`src/verilog/atd_defines.svh`:
```
// Offsets, field positions and reset values of the threshold comparator
`ifndef ATD_DEFINES_SVH
`define ATD_DEFINES_SVH

// ----------------------------------------------------------------------
// Geometry
// ----------------------------------------------------------------------
`define ATD_NCHAN 32
`define ATD_DW 16
// Implemented analog channels, one bit each
`define ATD_CHAN_IMPL 32'h00ffffff

// ----------------------------------------------------------------------
// Register byte offsets
// ----------------------------------------------------------------------
`define ATD_OFS_CTRL1 8'h00
`define ATD_OFS_CTRL5 8'h04
`define ATD_OFS_CTRL2 8'h08
`define ATD_OFS_HIT 8'h0c
`define ATD_OFS_STAT 8'h10
`define ATD_BUF_BIT 7

// ----------------------------------------------------------------------
// Field positions
// ----------------------------------------------------------------------
`define ATD_ON_BIT 7
`define ATD_CM_LSB 0
`define ATD_WM_LSB 2
`define ATD_ENA_BIT 7
`define ATD_IRQP_LSB 8
`define ATD_SMPI_LSB 2
`define ATD_IDX_BIT 15

// ----------------------------------------------------------------------
// Reset values and responses
// ----------------------------------------------------------------------
`define ATD_CM_RST 2'h0
`define ATD_WM_RST 2'h0
`define ATD_IRQP_RST 2'h0
`define ATD_SMPI_RST 5'h00
`define ATD_RESP_OKAY 2'h0
`define ATD_RESP_SLVERR 2'h2

`endif

```
`src/verilog/atd_pkg.sv`:
```
// Types shared by the threshold comparator files
package atd_pkg;

    typedef enum logic [1:0] {
        CMP_LESS = 2'h0,
        CMP_GREATER = 2'h1,
        CMP_INSIDE = 2'h2,
        CMP_OUTSIDE = 2'h3
    } atd_cmp_t;

    typedef enum logic [1:0] {
        WR_LEGACY = 2'h0,
        WR_STORE = 2'h1,
        WR_DISCARD = 2'h2,
        WR_RSVD = 2'h3
    } atd_wpol_t;

    typedef enum logic [1:0] {
        IRQ_SCAN = 2'h0,
        IRQ_SCAN_MATCH = 2'h1,
        IRQ_MATCH = 2'h2,
        IRQ_NONE = 2'h3
    } atd_irqp_t;

    typedef struct packed {
        logic valid;
        logic last;
        logic [4:0] channel;
        logic [15:0] result;
    } atd_conv_t;

    typedef struct packed {
        logic module_on;
        logic enable;
        atd_cmp_t cmp;
        atd_wpol_t wpol;
        atd_irqp_t irqp;
        logic [4:0] smpi;
        logic indexed;
    } atd_cfg_t;

endpackage

```
`src/verilog/atd_hit_cell.sv`:
```
// One sticky compare-hit flag
`timescale 1ns/10ps
module atd_hit_cell #(
    parameter bit IMPL = 1'b1
) (
    input wire logic aclk,
    input wire logic aresetn,
    input wire logic set,
    input wire logic clr,
    output logic q
);
    logic q_ff;
    logic nxt_q;

    always_comb begin
        nxt_q = q_ff;
        // Set beats a clear arriving in the same cycle
        if (set) begin
            nxt_q = 1'b1;
        end else if (clr) begin
            nxt_q = 1'b0;
        end
        if (!IMPL) begin
            nxt_q = 1'b0;
        end
    end

    always_ff @(posedge aclk) begin
        if (!aresetn) begin
            q_ff <= 1'b0;
        end else begin
            q_ff <= nxt_q;
        end
    end

    assign q = q_ff;
endmodule

```
`src/verilog/atd_top.sv`:
```
// Threshold-detect comparator with result buffer and AXI4-Lite registers
//
// The AXI4-Lite interface to the registers and the register offsets were chosen for this implementation.
`timescale 1ns/10ps
`include "atd_defines.svh"
module atd_top (
    input wire logic aclk,
    input wire logic aresetn,
    input wire atd_pkg::atd_conv_t conv,
    output logic module_on,
    output logic converter_irq_flag,
    input wire logic awvalid,
    output logic awready,
    input wire logic [7:0] awaddr,
    input wire logic wvalid,
    output logic wready,
    input wire logic [31:0] wdata,
    input wire logic [3:0] wstrb,
    output logic bvalid,
    input wire logic bready,
    output logic [1:0] bresp,
    input wire logic arvalid,
    output logic arready,
    input wire logic [7:0] araddr,
    output logic rvalid,
    input wire logic rready,
    output logic [31:0] rdata,
    output logic [1:0] rresp
);
    import atd_pkg::*;

    // ------------------------------------------------------------------
    // Declarations
    // ------------------------------------------------------------------
    atd_cfg_t cfg_ff, nxt_cfg;
    logic [`ATD_DW-1:0] buf_mem [0:`ATD_NCHAN-1];
    logic [31:0] hit_q, hit_set, hit_clr;
    logic match_scan_ff, nxt_match_scan, irq_ff, nxt_irq;
    logic [4:0] smp_cnt_ff, nxt_smp_cnt;

    logic aw_held_ff, nxt_aw_held;
    logic w_held_ff, nxt_w_held;
    logic [7:0] waddr_ff, nxt_waddr;
    logic [31:0] wdata_ff, nxt_wdata;
    logic [3:0] wstrb_ff, nxt_wstrb;
    logic awready_ff, nxt_awready;
    logic wready_ff, nxt_wready;
    logic bvalid_ff, nxt_bvalid;
    logic [1:0] bresp_ff, nxt_bresp;
    logic arready_ff, nxt_arready;
    logic rvalid_ff, nxt_rvalid;
    logic [31:0] rdata_ff, nxt_rdata;
    logic [1:0] rresp_ff, nxt_rresp;

    logic bus_wr, wr_is_buf, conv_ok, do_cmp, scan_end, buf_we;
    logic hit, above, below;
    logic [4:0] lo_idx, hi_idx, buf_widx;
    logic [`ATD_DW-1:0] lo_thr, hi_thr, res, buf_wdata;

    // ------------------------------------------------------------------
    // Compare engine
    // ------------------------------------------------------------------
    always_comb begin
        res = conv.result;
        lo_idx = conv.channel;
        // Upper channels map onto themselves: no mirror protection
        hi_idx = {1'b1, conv.channel[3:0]};
        lo_thr = buf_mem[lo_idx];
        hi_thr = buf_mem[hi_idx];
        // Conversions only count while the converter is switched on
        conv_ok = conv.valid && cfg_ff.module_on;
        do_cmp = conv_ok && cfg_ff.enable && (cfg_ff.wpol != WR_LEGACY);
        scan_end = conv_ok && conv.last;
        above = 1'b0;
        below = 1'b0;
        hit = 1'b0;
        unique case (cfg_ff.cmp)
            CMP_GREATER: begin
                above = res > lo_thr;
                hit = above;
            end
            CMP_LESS: begin
                below = res < lo_thr;
                hit = below;
            end
            CMP_INSIDE: hit = (res > lo_thr) && (res < hi_thr);
            CMP_OUTSIDE: begin
                above = res > hi_thr;
                below = res < lo_thr;
                hit = above || below;
            end
        endcase
        hit = hit && do_cmp;

        hit_set = 32'h0;
        if (hit) begin
            hit_set[lo_idx] = 1'b1;
            if (cfg_ff.cmp == CMP_OUTSIDE && above) begin
                hit_set[hi_idx] = 1'b1;
            end
        end
    end

    // ------------------------------------------------------------------
    // Buffer write selection
    // ------------------------------------------------------------------
    always_comb begin
        buf_we = 1'b0;
        buf_widx = lo_idx;
        buf_wdata = res;
        if (conv_ok && (!cfg_ff.enable || cfg_ff.wpol == WR_LEGACY)) begin
            buf_we = 1'b1;
        end else if (hit && cfg_ff.wpol == WR_STORE) begin
            buf_we = 1'b1;
            if (cfg_ff.cmp == CMP_OUTSIDE && above) begin
                buf_widx = hi_idx;
            end
        end else if (bus_wr && wr_is_buf && !cfg_ff.module_on) begin
            // Thresholds only while off, so no clash with conversions
            buf_we = 1'b1;
            buf_widx = waddr_ff[6:2];
            buf_wdata = wdata_ff[`ATD_DW-1:0];
        end
    end

    always_ff @(posedge aclk) begin
        if (buf_we) begin
            buf_mem[buf_widx] <= buf_wdata;
        end
    end

    // ------------------------------------------------------------------
    // Hit flags
    // ------------------------------------------------------------------
    always_comb begin
        hit_clr = 32'h0;
        if (bus_wr && waddr_ff == `ATD_OFS_HIT) begin
            for (int i = 0; i < 32; i++) begin
                hit_clr[i] = wstrb_ff[i/8] && !wdata_ff[i];
            end
        end
    end

    for (genvar g = 0; g < `ATD_NCHAN; g++) begin : g_hit
        atd_hit_cell #(
            .IMPL(1'((`ATD_CHAN_IMPL >> g) & 32'h1))
        ) u_cell (
            .aclk(aclk),
            .aresetn(aresetn),
            .set(hit_set[g]),
            .clr(hit_clr[g]),
            .q(hit_q[g])
        );
    end

    // ------------------------------------------------------------------
    // Interrupt decision
    // ------------------------------------------------------------------
    always_comb begin
        nxt_irq = 1'b0;
        nxt_smp_cnt = smp_cnt_ff;
        nxt_match_scan = match_scan_ff || hit;
        if (scan_end) begin
            nxt_match_scan = 1'b0;
        end
        if (cfg_ff.enable) begin
            // Sample counter is held at zero while detect governs irqs
            nxt_smp_cnt = 5'h00;
            unique case (cfg_ff.irqp)
                IRQ_SCAN: nxt_irq = scan_end;
                IRQ_SCAN_MATCH: nxt_irq = scan_end && (match_scan_ff || hit);
                IRQ_MATCH: nxt_irq = hit;
                IRQ_NONE: nxt_irq = 1'b0;
            endcase
        end else if (conv_ok) begin
            if (smp_cnt_ff == cfg_ff.smpi) begin
                nxt_irq = 1'b1;
                nxt_smp_cnt = 5'h00;
            end else begin
                nxt_smp_cnt = smp_cnt_ff + 5'h01;
            end
        end
    end

    always_ff @(posedge aclk) begin
        if (!aresetn) begin
            irq_ff <= 1'b0;
            smp_cnt_ff <= 5'h00;
            match_scan_ff <= 1'b0;
        end else begin
            irq_ff <= nxt_irq;
            smp_cnt_ff <= nxt_smp_cnt;
            match_scan_ff <= nxt_match_scan;
        end
    end

    // ------------------------------------------------------------------
    // Write channel
    // ------------------------------------------------------------------
    assign bus_wr = aw_held_ff && w_held_ff && !bvalid_ff;
    assign wr_is_buf = waddr_ff[`ATD_BUF_BIT];

    always_comb begin
        nxt_aw_held = aw_held_ff || (awvalid && awready_ff);
        nxt_w_held = w_held_ff || (wvalid && wready_ff);
        nxt_waddr = waddr_ff;
        nxt_wdata = wdata_ff;
        nxt_wstrb = wstrb_ff;
        if (awvalid && awready_ff) begin
            nxt_waddr = awaddr;
        end
        if (wvalid && wready_ff) begin
            nxt_wdata = wdata;
            nxt_wstrb = wstrb;
        end
        nxt_bvalid = bvalid_ff && !bready;
        nxt_bresp = bresp_ff;
        nxt_cfg = cfg_ff;
        if (bus_wr) begin
            nxt_aw_held = 1'b0;
            nxt_w_held = 1'b0;
            nxt_bvalid = 1'b1;
            nxt_bresp = `ATD_RESP_OKAY;
            if (!wr_is_buf) begin
                unique case (waddr_ff)
                    `ATD_OFS_CTRL1: begin
                        if (wstrb_ff[0]) begin
                            nxt_cfg.module_on = wdata_ff[`ATD_ON_BIT];
                        end
                    end
                    `ATD_OFS_CTRL5: begin
                        if (wstrb_ff[0]) begin
                            nxt_cfg.cmp = atd_cmp_t'(wdata_ff[`ATD_CM_LSB+:2]);
                            nxt_cfg.wpol = atd_wpol_t'(wdata_ff[`ATD_WM_LSB+:2]);
                            nxt_cfg.enable = wdata_ff[`ATD_ENA_BIT];
                        end
                        if (wstrb_ff[1]) begin
                            nxt_cfg.irqp = atd_irqp_t'(wdata_ff[`ATD_IRQP_LSB+:2]);
                        end
                    end
                    `ATD_OFS_CTRL2: begin
                        if (wstrb_ff[0]) begin
                            nxt_cfg.smpi = wdata_ff[`ATD_SMPI_LSB+:5];
                        end
                        if (wstrb_ff[1]) begin
                            nxt_cfg.indexed = wdata_ff[`ATD_IDX_BIT];
                        end
                    end
                    `ATD_OFS_HIT, `ATD_OFS_STAT: begin
                        nxt_bresp = `ATD_RESP_OKAY;
                    end
                    default: begin
                        nxt_bresp = `ATD_RESP_SLVERR;
                    end
                endcase
            end
        end
        nxt_awready = !nxt_aw_held && !nxt_bvalid;
        nxt_wready = !nxt_w_held && !nxt_bvalid;
    end

    // ------------------------------------------------------------------
    // Read channel
    // ------------------------------------------------------------------
    always_comb begin
        nxt_rvalid = rvalid_ff && !rready;
        nxt_rdata = rdata_ff;
        nxt_rresp = rresp_ff;
        if (arvalid && arready_ff) begin
            nxt_rvalid = 1'b1;
            nxt_rdata = 32'h0;
            nxt_rresp = `ATD_RESP_OKAY;
            if (araddr[`ATD_BUF_BIT]) begin
                nxt_rdata[`ATD_DW-1:0] = buf_mem[araddr[6:2]];
            end else begin
                unique case (araddr)
                    `ATD_OFS_CTRL1: nxt_rdata[`ATD_ON_BIT] = cfg_ff.module_on;
                    `ATD_OFS_CTRL5: begin
                        nxt_rdata[`ATD_CM_LSB+:2] = cfg_ff.cmp;
                        nxt_rdata[`ATD_WM_LSB+:2] = cfg_ff.wpol;
                        nxt_rdata[`ATD_ENA_BIT] = cfg_ff.enable;
                        nxt_rdata[`ATD_IRQP_LSB+:2] = cfg_ff.irqp;
                    end
                    `ATD_OFS_CTRL2: begin
                        nxt_rdata[`ATD_SMPI_LSB+:5] = cfg_ff.smpi;
                        nxt_rdata[`ATD_IDX_BIT] = cfg_ff.indexed;
                    end
                    `ATD_OFS_HIT: nxt_rdata = hit_q;
                    `ATD_OFS_STAT: nxt_rdata[0] = match_scan_ff;
                    default: nxt_rresp = `ATD_RESP_SLVERR;
                endcase
            end
        end
        nxt_arready = !nxt_rvalid;
    end

    // ------------------------------------------------------------------
    // Register stage
    // ------------------------------------------------------------------
    always_ff @(posedge aclk) begin
        if (!aresetn) begin
            cfg_ff <= '{module_on: 1'b0, enable: 1'b0,
                cmp: atd_cmp_t'(`ATD_CM_RST), wpol: atd_wpol_t'(`ATD_WM_RST),
                irqp: atd_irqp_t'(`ATD_IRQP_RST), smpi: `ATD_SMPI_RST,
                indexed: 1'b0};
            aw_held_ff <= 1'b0;
            w_held_ff <= 1'b0;
            waddr_ff <= 8'h00;
            wdata_ff <= 32'h0;
            wstrb_ff <= 4'h0;
            awready_ff <= 1'b0;
            wready_ff <= 1'b0;
            bvalid_ff <= 1'b0;
            bresp_ff <= `ATD_RESP_OKAY;
            arready_ff <= 1'b0;
            rvalid_ff <= 1'b0;
            rdata_ff <= 32'h0;
            rresp_ff <= `ATD_RESP_OKAY;
        end else begin
            cfg_ff <= nxt_cfg;
            aw_held_ff <= nxt_aw_held;
            w_held_ff <= nxt_w_held;
            waddr_ff <= nxt_waddr;
            wdata_ff <= nxt_wdata;
            wstrb_ff <= nxt_wstrb;
            awready_ff <= nxt_awready;
            wready_ff <= nxt_wready;
            bvalid_ff <= nxt_bvalid;
            bresp_ff <= nxt_bresp;
            arready_ff <= nxt_arready;
            rvalid_ff <= nxt_rvalid;
            rdata_ff <= nxt_rdata;
            rresp_ff <= nxt_rresp;
        end
    end

    assign module_on = cfg_ff.module_on;
    assign converter_irq_flag = irq_ff;
    assign awready = awready_ff;
    assign wready = wready_ff;
    assign bvalid = bvalid_ff;
    assign bresp = bresp_ff;
    assign arready = arready_ff;
    assign rvalid = rvalid_ff;
    assign rdata = rdata_ff;
    assign rresp = rresp_ff;
endmodule

```
`config.mk`:
```
export PLATFORM = sky130hd
export DESIGN_NAME = atd_top
export DESIGN_NICKNAME = d
export VERILOG_FILES = /design/src/verilog/atd_pkg.sv /design/src/verilog/atd_hit_cell.sv /design/src/verilog/atd_top.sv
export VERILOG_INCLUDE_DIRS = /design/src /design/src/verilog
export SDC_FILE = /design/constraint.sdc
export NUM_CORES = 1
export LEC_CHECK = 0
export BUFFER_PORTS_ARGS = -buffer_cell sky130_fd_sc_hd__buf_4
export CAP_MARGIN = 40
export CORE_MARGIN = 8
export CORE_UTILIZATION = 35
export CTS_BUF_LIST = sky130_fd_sc_hd__clkbuf_4 sky130_fd_sc_hd__clkbuf_8
export CTS_CLUSTER_DIAMETER = 60
export CTS_CLUSTER_SIZE = 30
export DETAILED_ROUTE_END_ITERATION = 10
export PLACE_DENSITY = 0.6
export SETUP_SLACK_MARGIN = 0.4
export SLEW_MARGIN = 30
export SYNTH_ARGS = -nofsm -noshare
export SYNTH_HDL_FRONTEND = slang
export SYNTH_HIERARCHICAL = 1
export SYNTH_SLANG_ARGS = --single-unit
export TNS_END_PERCENT = 30
```
`constraint.sdc`:
```
create_clock -name aclk -period 10.6 [get_ports aclk]
set_clock_uncertainty 0.15 [all_clocks]
set_input_delay 1.06 -clock aclk [delete_from_list [all_inputs] [get_ports aclk]]
set_output_delay 1.06 -clock aclk [all_outputs]
set_load 0.01 [all_outputs]
```
==> results of run 1 <==
[stage by stage]
step,setup slack (ps),instances,power [mW]
global route,3280,3042,4.82
global placement,2330,2940,3.22
detailed placement,2870,2950,3.23
floorplan,3340,1760,3.06
CTS,3610,3039,4.71
finish,3580,3042,4.68
[critical path, stage by stage]
cell,delay [ps]
clkbuf_16,450
buf_4,560
mux4_2,580
mux4_2,550
mux2i_1,230
ha_1,300
nand4_1,190
nor2_1,70
a221oi_1,610
nand3_1,240
mux2i_1,280
a311oi_2,750
o31ai_4,280
nor3_4,600
buf_4,400
[worst max path at each step]
stage          startpoint              end  slack (ps)  depth (start not counted)
2_1_floorplan    conv[16]   buf_mem[28][0]        3340                         16
3_3_place_gp     conv[16]   buf_mem[13][9]        2330                         15
3_5_place_dp     conv[16]   buf_mem[14][9]        2870                         15
6_report         conv[16]  buf_mem[14][12]        3580                         15
4_1_cts          conv[16]  buf_mem[14][12]        3610                         15
5_1_grt          conv[16]  buf_mem[14][12]        3280                         15
[state kept, by name, summed over array words and instances (netlist names)]
register            flops
buf_mem               512
rdata                  32
g_hit.u_cell/q         24
wdata_ff               24
cfg_ff                 13
waddr_ff                8
smp_cnt_ff              5
wstrb_ff                3
arready                 1
aw_held_ff              1
awready                 1
bresp                   1
bvalid                  1
converter_irq_flag      1
match_scan_ff           1
module_on               1
rresp                   1
rvalid                  1
w_held_ff               1
wready                  1
[cell type report]
| cell class | instances | area [sq um] |
|---|---|---|
| flip-flops and latches | 633 | 17800 |
| multi-input cells | 971 | 11900 |
| clock buffers | 51 | 683 |
| diodes | 1 | 2.50 |
| clock inverters | 38 | 452 |
| repair buffers | 178 | 1520 |
| fillers | 7713 | 51400 |
| well taps | 1144 | 1430 |
| inverters | 26 | 97.6 |
[layout by cell type, fill, tap and decap left out, drive strengths merged, types with 5 or more instances in the layout]
cell and instances:
nand2b 7, dfxtp 121, and2 6, nand2 113, o21ai 16, a21boi 40, nor2b 67, nand3 8
nor2 75, nor3 44, o31ai 5, a22oi 17, inv 48, o211ai 6, xor2 5, buf 177
nor3b 9, a21oi 21, mux4 320, a31oi 6, conb 10, edfxtp 512, clkbuf 52, a221oi 15
nor4 5, mux2i 40, nand4 13, o21a 24, ha 33, mux2 33, clkinv 11
[power by group through the flow]
stage | registers [mW] | logic (mW) | clock network, mW
after floorplan | 2.76 | 0.303 | 0
after global placement | 2.76 | 0.455 | 0
after detailed placement | 2.76 | 0.469 | 0
after CTS | 2.70 | 0.470 | 1.54
after global routing | 2.71 | 0.501 | 1.61
final | 2.71 | 0.470 | 1.50
[routing by layer]
layer,up-vias,track usage,wire length [um]
met5,-,0,0
met4,0,0.0549,2750
met3,148,0.0294,7520
met2,805,0.291,41400
met1,9365,0.254,36300
li1,7333,-,-
==> metrics.txt, run 1 <==
Worst Setup Start Kind=input pin; Global Route Usage Sum=0.181; clk_lat worst skew=730 ps; final instance area=33900 sq um; Core Region=85300 sq um; Post-Synthesis Cells=1759; CTS sink count=633; kind of critical path=in -> reg; Ports=125; P per Cell Area=138 nW/um^2; vias per inst=5.80; port buffer count=113; Root Buffer=clkbuf_8; largest net degree at the start of global routing=76; initial antenna violation count=3; Slew Limit Fails=0; Sw Ratio=0.266; Num CTS Buffers=48; final wirelength=88.0 mm; Remaining DRCs=0; Chip Height=310 um; Fin. Hold Viols=0; Clock Power Share=0.321; Final Critical Period=7020 ps; minimum hold slack=313 ps; r2r endpoint=buf_mem[14][12]; Worst Tran Pin Value=867 ps; Routed wire per std cell=28.9 um; Logic pwr share=0.100; min-delay worst type=reg -> reg; placed cell area=32700 sq um; fin crit share=0.663; Reg-to-Reg Start=buf_mem[13][9]; # hold bufs at CTS=0; relative slew slack=0.422; fraction of layout cells with a size suffix above 1=0.364; Switching Power=1.24 mW; final core occ=0.398; vias in the first global route=18200; Leak Pwr=11.0 nW; Hold Path Depth=1; Synth-to-Final Area Change=12.4%; DP Wirelength=55.6 mm; TritonRoute pass-1 iters=5; Max-Cap Viols=0; final setup fails=0; hold endpoint=wready; Mapped Area=30200 sq um; Critical Path RT=10820 ps; CTS tree=yes; die area=95800 sq um; H-tree depth=2; Arr. time, crit path=7250 ps; ANT nets after route=0; VDD IR-drop max=0.0858 mV; Max Root-Sink Buffers=3; Post CTS Setup Buffer Count=0; RSZ-0062 raised after global routing=false; # rows=107; Crit. End Element=register; cts repair resizes=0; number of synthesis warnings=6; final setup TNS=0 ps; internal power=3.44 mW; Initial Util=0.354; status=complete, no violations; register clock-pin slew on the reported worst setup and hold paths=130 ps; hold path startpoint=w_held_ff; grt ovf=0; die width=310 um; DRT iter0 DRCs=2095; R2R Setup Slk=4740 ps; Fmax=0.142 GHz; crit-path max FO=75; syn_area_per_cell=17.1 sq um; first-pass GRT wire length=127 mm; sequential power share=0.578; Vias=17700; Routability Congestion=0.835; Final Net Count=1973; Register-to-Register Path Depth=13
Power figures use the tool's default switching activity.
==> run 2, diff against run 1 <==
--- a/config.mk
+++ b/config.mk
@@ -6,6 +6,7 @@
 export SDC_FILE = /design/constraint.sdc
 export NUM_CORES = 1
 export LEC_CHECK = 0
+export ABC_AREA = 1
 export BUFFER_PORTS_ARGS = -buffer_cell sky130_fd_sc_hd__buf_4
 export CAP_MARGIN = 40
 export CORE_MARGIN = 8
@@ -14,7 +15,7 @@
 export CTS_CLUSTER_DIAMETER = 60
 export CTS_CLUSTER_SIZE = 30
 export DETAILED_ROUTE_END_ITERATION = 10
-export PLACE_DENSITY = 0.6
+export PLACE_DENSITY = 0.62
 export SETUP_SLACK_MARGIN = 0.4
 export SLEW_MARGIN = 30
 export SYNTH_ARGS = -nofsm -noshare
==> constraint.sdc (replaced) <==
create_clock -name aclk -period 6.1 [get_ports aclk]
set_clock_uncertainty 0.15 [all_clocks]
set_input_delay 0.61 -clock aclk [delete_from_list [all_inputs] [get_ports aclk]]
set_output_delay 0.61 -clock aclk [all_outputs]
set_load 0.01 [all_outputs]
==> metrics.txt, run 2 <==
status=complete, no violations (unchanged); Core Region=83400 sq um (was 85300 sq um); cts repair resizes=0 (unchanged); final wirelength=103 mm (was 88.0 mm); Largest register FFs=512 (unchanged); most common library cell in the layout ignoring fill and taps=edfxtp_1 (unchanged); Mapped Area=29400 sq um (was 30200 sq um); Fmax=0.208 GHz; Initial Util=0.352 (was 0.354); final instance area=33200 sq um (was 33900 sq um); Ports=125 (unchanged); Post-Synthesis Cells=2787 (was 1759); Global Route Usage Sum=0.211 (was 0.181); Arr. time, crit path=5010 ps (was 7250 ps); grt ovf=0 (unchanged); H-tree depth=2 (unchanged); min-delay worst type=in -> reg (was reg -> reg); global routing's busiest layer=met2 (unchanged); P per Cell Area=246 nW/um^2 (was 138 nW/um^2); Slew Limit Fails=0 (unchanged); vias per inst=5.88 (was 5.80); Crit. End Element=register (unchanged); register clock-pin slew on the reported worst setup and hold paths=140 ps (was 130 ps); fraction of layout cells with a size suffix above 1=0.139 (was 0.364); Largest Register=buf_mem (unchanged); DRT iter0 DRCs=3226 (was 2095); VDD IR-drop max=0.147 mV (was 0.0858 mV); first-pass GRT wire length=149 mm (was 127 mm); Num CTS Buffers=41 (was 48); CTS tree=yes (unchanged); relative slew slack=0.411 (was 0.422); Final Net Count=3001 (was 1973); largest net degree at the start of global routing=89 (was 76); most frequent cells in the layout=512 x edfxtp_1, 452 x nand2_1, 332 x inv_1, 209 x buf_4, 196 x a22oi_1 (was 512 x edfxtp_1, 320 x mux4_2, 163 x buf_4, 121 x dfxtp_1, 113 x nand2_1); Leak Pwr=11.8 nW (was 11.0 nW); Max-Cap Viols=0 (unchanged); kind of critical path=in -> reg (unchanged); Routability Congestion=0.914 (was 0.835); GR Layer Usage met1=0.291 (was 0.254); Routed wire per std cell=25.6 um (was 28.9 um); final cell count without fillers=3999 (was 3042); Final Critical Period=4800 ps; Worst Setup Start Kind=input pin (unchanged); Remaining DRCs=0 (unchanged); fin crit share=0.787; Critical Path RT=6310 ps (was 10820 ps); Synth-to-Final Area Change=12.9% (was 12.4%); port buffer count=113 (unchanged); # rows=106 (was 107); DP Wirelength=67.0 mm (was 55.6 mm); syn_area_per_cell=10.5 sq um (was 17.1 sq um); Root Buffer=clkbuf_8 (unchanged); vias in the first global route=21900 (was 18200); initial antenna violation count=4 (was 3); die width=306 um (was 310 um); Max Root-Sink Buffers=3 (unchanged); die area=93400 sq um (was 95800 sq um); ANT nets after route=0 (unchanged); Chip Height=306 um (was 310 um); CTS sink count=633 (unchanged); final setup fails=0 (unchanged); TritonRoute pass-1 iters=6 (was 5); Fin. Hold Viols=0 (unchanged); final setup TNS=0 ps (unchanged); Vias=23500 (was 17700); Worst Tran Pin Value=884 ps (was 867 ps); M3 GR Usage=0.0451 (was 0.0294); crit-path max FO=33 (was 75); grt met2 use=0.323 (was 0.291); RSZ-0062 raised after global routing=false (unchanged); number of synthesis warnings=6 (unchanged); clk_lat worst skew=720 ps (was 730 ps); placed cell area=32100 sq um (was 32700 sq um); Cells after DPL=3915 (was 2950)
[run 2: final timing paths]
kind              cells after the start                from        endpoint  slack, ps
setup reg to reg                     24      buf_mem[28][5]  buf_mem[23][6]       1400
hold reg to reg                       2  g_hit[16].u_cell/q       rdata[16]        320
setup / recovery                     27            conv[17]  buf_mem[23][6]       1300
hold / removal                        3           wdata[23]    wdata_ff[23]         50
[run 2: power by group]
group	internal [mW]	switching, mW	total, mW
sequential	4.68	0.0171	4.70
clock	0.915	1.57	2.48
combinational	0.292	0.673	0.964
[run 2: metrics by stage]
stage	setup slack, ps	utilization	hold slack [ps]	power [mW]
finish	1300	0.398	45.8	8.14
global route	1060	0.398	50.5	8.37
CTS	1410	0.397	16.4	8.14
detailed placement	676	0.385	305	5.72
global placement	719	0.382	301	5.71
floorplan	1600	-	274	5.31
[run 2: layout make-up]
type | instances | area (sq um)
inverter | 342 | 1290
multi-input combinational | 1632 | 9680
sequential | 633 | 17800
clock inverter | 32 | 429
tap | 1080 | 1350
antenna | 1 | 2.50
clock buffer | 43 | 579
timing repair buffer | 236 | 2040
fill | 8031 | 50300
[run 2: critical path, stage by stage]
cell and delay [ps]:
buf_4 170, nor2_4 570, buf_12 290, buf_4 220, a22oi_1 100, a21oi_1 190
a21o_1 130, a221oi_2 70, nand2_1 100, o21ai_0 110, ha_1 320, nand2_1 60
inv_1 30, o21ai_0 150, nand2_1 80, nor2_1 170, nand2_1 70, nand2_1 100
nor2_1 70, inv_1 50, nand2_1 90, nand3_1 150, nand2_1 60, nand2_1 220
nand3_1 220, nor2_1 230, buf_4 300
[run 2: what timing repair did]
action	CTS	global route
hold endpoints to repair	7	0
setup buffers	0	0
hold buffers	7	0
[run 2: routing by layer]
metal	wire [um]	vias up
met4	4660	4
met1	41300	11400
met5	26	-
met2	44900	1478
met3	11600	229
li1	-	10400
==> run 3, diff against run 2 <==
--- a/config.mk
+++ b/config.mk
@@ -15,7 +15,7 @@
 export CTS_CLUSTER_DIAMETER = 60
 export CTS_CLUSTER_SIZE = 30
 export DETAILED_ROUTE_END_ITERATION = 10
-export PLACE_DENSITY = 0.62
+export PLACE_DENSITY = 0.6
 export SETUP_SLACK_MARGIN = 0.4
 export SLEW_MARGIN = 30
 export SYNTH_ARGS = -nofsm -noshare
==> constraint.sdc (replaced) <==
create_clock -name aclk -period 4.84 [get_ports aclk]
set_clock_uncertainty 0.15 [all_clocks]
set_input_delay 0.484 -clock aclk [delete_from_list [all_inputs] [get_ports aclk]]
set_output_delay 0.484 -clock aclk [all_outputs]
set_load 0.01 [all_outputs]
==> metrics.txt, run 3 (synthesized netlist as in run 2, its figures left out) <==
TritonRoute pass-1 iters=5 (was 6); Final Critical Period=4160 ps; die width=306 um (unchanged); Arr. time, crit path=4430 ps (was 5010 ps); critical path depth=24 (was 27); critical path, cell by cell=a22oi_1, o221ai_1, a21o_1, a221oi_2, buf_4, nand2_1, o21ai_0, ha_1, nand2_1, inv_1, o21ai_0, nand2_1, nor2_2, buf_4, nand3_1, nand3_1, inv_1, nand2_2, nand3_2, nand2_4, nand3_2, buf_4, nor2_4, clkbuf_16; Max-Cap Viols=0 (unchanged); most frequent cells in the layout=512 x edfxtp_1, 449 x nand2_1, 332 x inv_1, 263 x buf_4, 196 x a22oi_1 (was 512 x edfxtp_1, 452 x nand2_1, 332 x inv_1, 209 x buf_4, 196 x a22oi_1); # rows=106 (unchanged); final setup TNS=0 ps (unchanged); Fin. Hold Viols=0 (unchanged); Max Root-Sink Buffers=3 (unchanged); largest net degree at the start of global routing=66 (was 89); Crit. End Element=register (unchanged); Remaining DRCs=0 (unchanged); final instance area=34900 sq um (was 33200 sq um); Reg-to-Reg Start=buf_mem[24][13] (was buf_mem[28][5]); Worst Setup Start Kind=register (was input pin); vias per inst=5.79 (was 5.88); Num CTS Buffers=49 (was 41); register area=17800 sq um (unchanged); Routability Congestion=0.880 (was 0.914); initial antenna violation count=2 (was 4); Synth-to-Final Area Change=18.8% (was 12.9%); count of filler cells inserted in the layout=7795 (was 8031); DRT iter0 DRCs=3189 (was 3226); Multi-input gate area=9800 sq um (was 9680 sq um); crit-path max FO=8 (was 33); min-delay worst type=in -> reg (unchanged); Leak Pwr=12.6 nW (was 11.8 nW); relative slew slack=0.306 (was 0.411); Critical Path RT=5100 ps (was 6310 ps); final wirelength=104 mm (was 103 mm); placed cell area=33100 sq um (was 32100 sq um); Slew Limit Fails=0 (unchanged); crit path from=buf_mem[24][13] (was conv[17]); register clock-pin slew on the reported worst setup and hold paths=130 ps (was 140 ps); final setup fails=0 (unchanged); Initial Util=0.352 (unchanged); ANT nets after route=0 (unchanged); CTS tree=yes (unchanged); largest stage delay on the critical path=420 ps (was 570 ps); Routed wire per std cell=25.1 um (was 25.6 um); grt ovf=0 (unchanged); Root Buffer=clkbuf_8 (unchanged); RSZ-0062 raised after global routing=true (was false); r2r endpoint=buf_mem[6][0] (was buf_mem[23][6]); first-pass GRT wire length=151 mm (was 149 mm); Register-to-Register Path Depth=24 (unchanged); status=complete, no violations (unchanged); Core Region=83400 sq um (unchanged); kind of critical path=reg -> reg (was in -> reg); Global Route Usage Sum=0.212 (was 0.211); worst setup path end=buf_mem[6][0] (was buf_mem[23][6]); Chip Height=306 um (unchanged); die area=93400 sq um (unchanged); slowest CP cell=edfxtp_1 (was nor2_4); P per Cell Area=306 nW/um^2 (was 246 nW/um^2); fin crit share=0.861; Fmax=0.240 GHz; Vias=23900 (was 23500); fraction of layout cells with a size suffix above 1=0.174 (was 0.139); port buffer count=113 (unchanged); Worst Tran Pin Value=1030 ps (was 884 ps); H-tree depth=2 (unchanged); Final Net Count=3128 (was 3001); cell family with most CP delay=simple AND/OR/NAND/NOR gates (unchanged); CTS sink count=633 (unchanged); VDD IR-drop max=0.204 mV (was 0.147 mV); Largest register FFs=512 (unchanged); Cells after DPL=4001 (was 3915); Post CTS Setup Buffer Count=0 (unchanged); Ports=125 (unchanged); clk_lat worst skew=740 ps (was 720 ps); Largest Register=buf_mem (unchanged); vias in the first global route=22900 (was 21900); DP Wirelength=67.6 mm (was 67.0 mm); most common library cell in the layout ignoring fill and taps=edfxtp_1 (unchanged); Power Total=10.7 mW (was 8.14 mW); R2R Setup Slk=680 ps (was 1400 ps); sum of buffers and inverters on the critical path=6 (unchanged); final cell count without fillers=4134 (was 3999)
-- run 3: worst min-delay path by stage --
stage / start / end / depth (start not counted)
after CTS: wdata[6] / wdata_ff[6] / 3
final: rready / rvalid / 4
after global routing: wdata[6] / wdata_ff[6] / 3
after global placement: g_hit[16].u_cell/q / rdata[16] / 2
after detailed placement: g_hit[16].u_cell/q / rdata[16] / 2
after floorplan: w_held_ff / wready / 1
-- run 3: worst register-to-register path: stages (launching register included) --
cell and delay [ps]:
edfxtp_1 420, a22oi_1 200, o221ai_1 130, a21o_1 190, a221oi_2 220, buf_4 220, nand2_1 60, o21ai_0 100
ha_1 280, nand2_1 70, inv_1 30, o21ai_0 130, nand2_1 80, nor2_2 130, buf_4 120, nand3_1 60
nand3_1 100, inv_1 50, nand2_2 90, nand3_2 120, nand2_4 190, nand3_2 130, buf_4 210, nor2_4 180
clkbuf_16 210
-- run 3: power by group --
part           leakage, nW  internal (mW)  switching, mW
logic                 6.43          0.453          0.857
clock network        0.590           1.32           2.13
registers             5.58           5.90         0.0234
total                 12.6           7.67           3.01
-- run 3: metrics by stage --
stage	util	setup WS (ps)	hold slack, ps
finish	0.418	675	38.2
global route	0.418	380	60.7
CTS	0.416	523	0.814
detailed placement	0.397	-125	304
global placement	0.395	-177	297
floorplan	-	464	274
-- run 3: cell type report --
cell class	instances	share of cell area
clock buffers	49	0.0193
flip-flops and latches	633	0.510
well taps	1080	0.0387
multi-input cells	1632	0.281
diodes	1	0.0000717
inverters	342	0.0369
clock inverters	42	0.0156
repair buffers	355	0.0985
-- run 3: repair_timing --
action                     in CTS  in global routing
hold endpoints to repair       40                  0
setup endpoints to repair       0                512
resized for setup               0                 24
hold buffers                   37                  0
-- run 3: metal layers --
layer | track usage | up-vias | wire length [um]
met5 | 0 | - | 13
met4 | 0.0697 | 2 | 3640
met3 | 0.0558 | 239 | 12000
met2 | 0.334 | 1424 | 46700
met1 | 0.284 | 11600 | 41600
li1 | - | 10700 | -
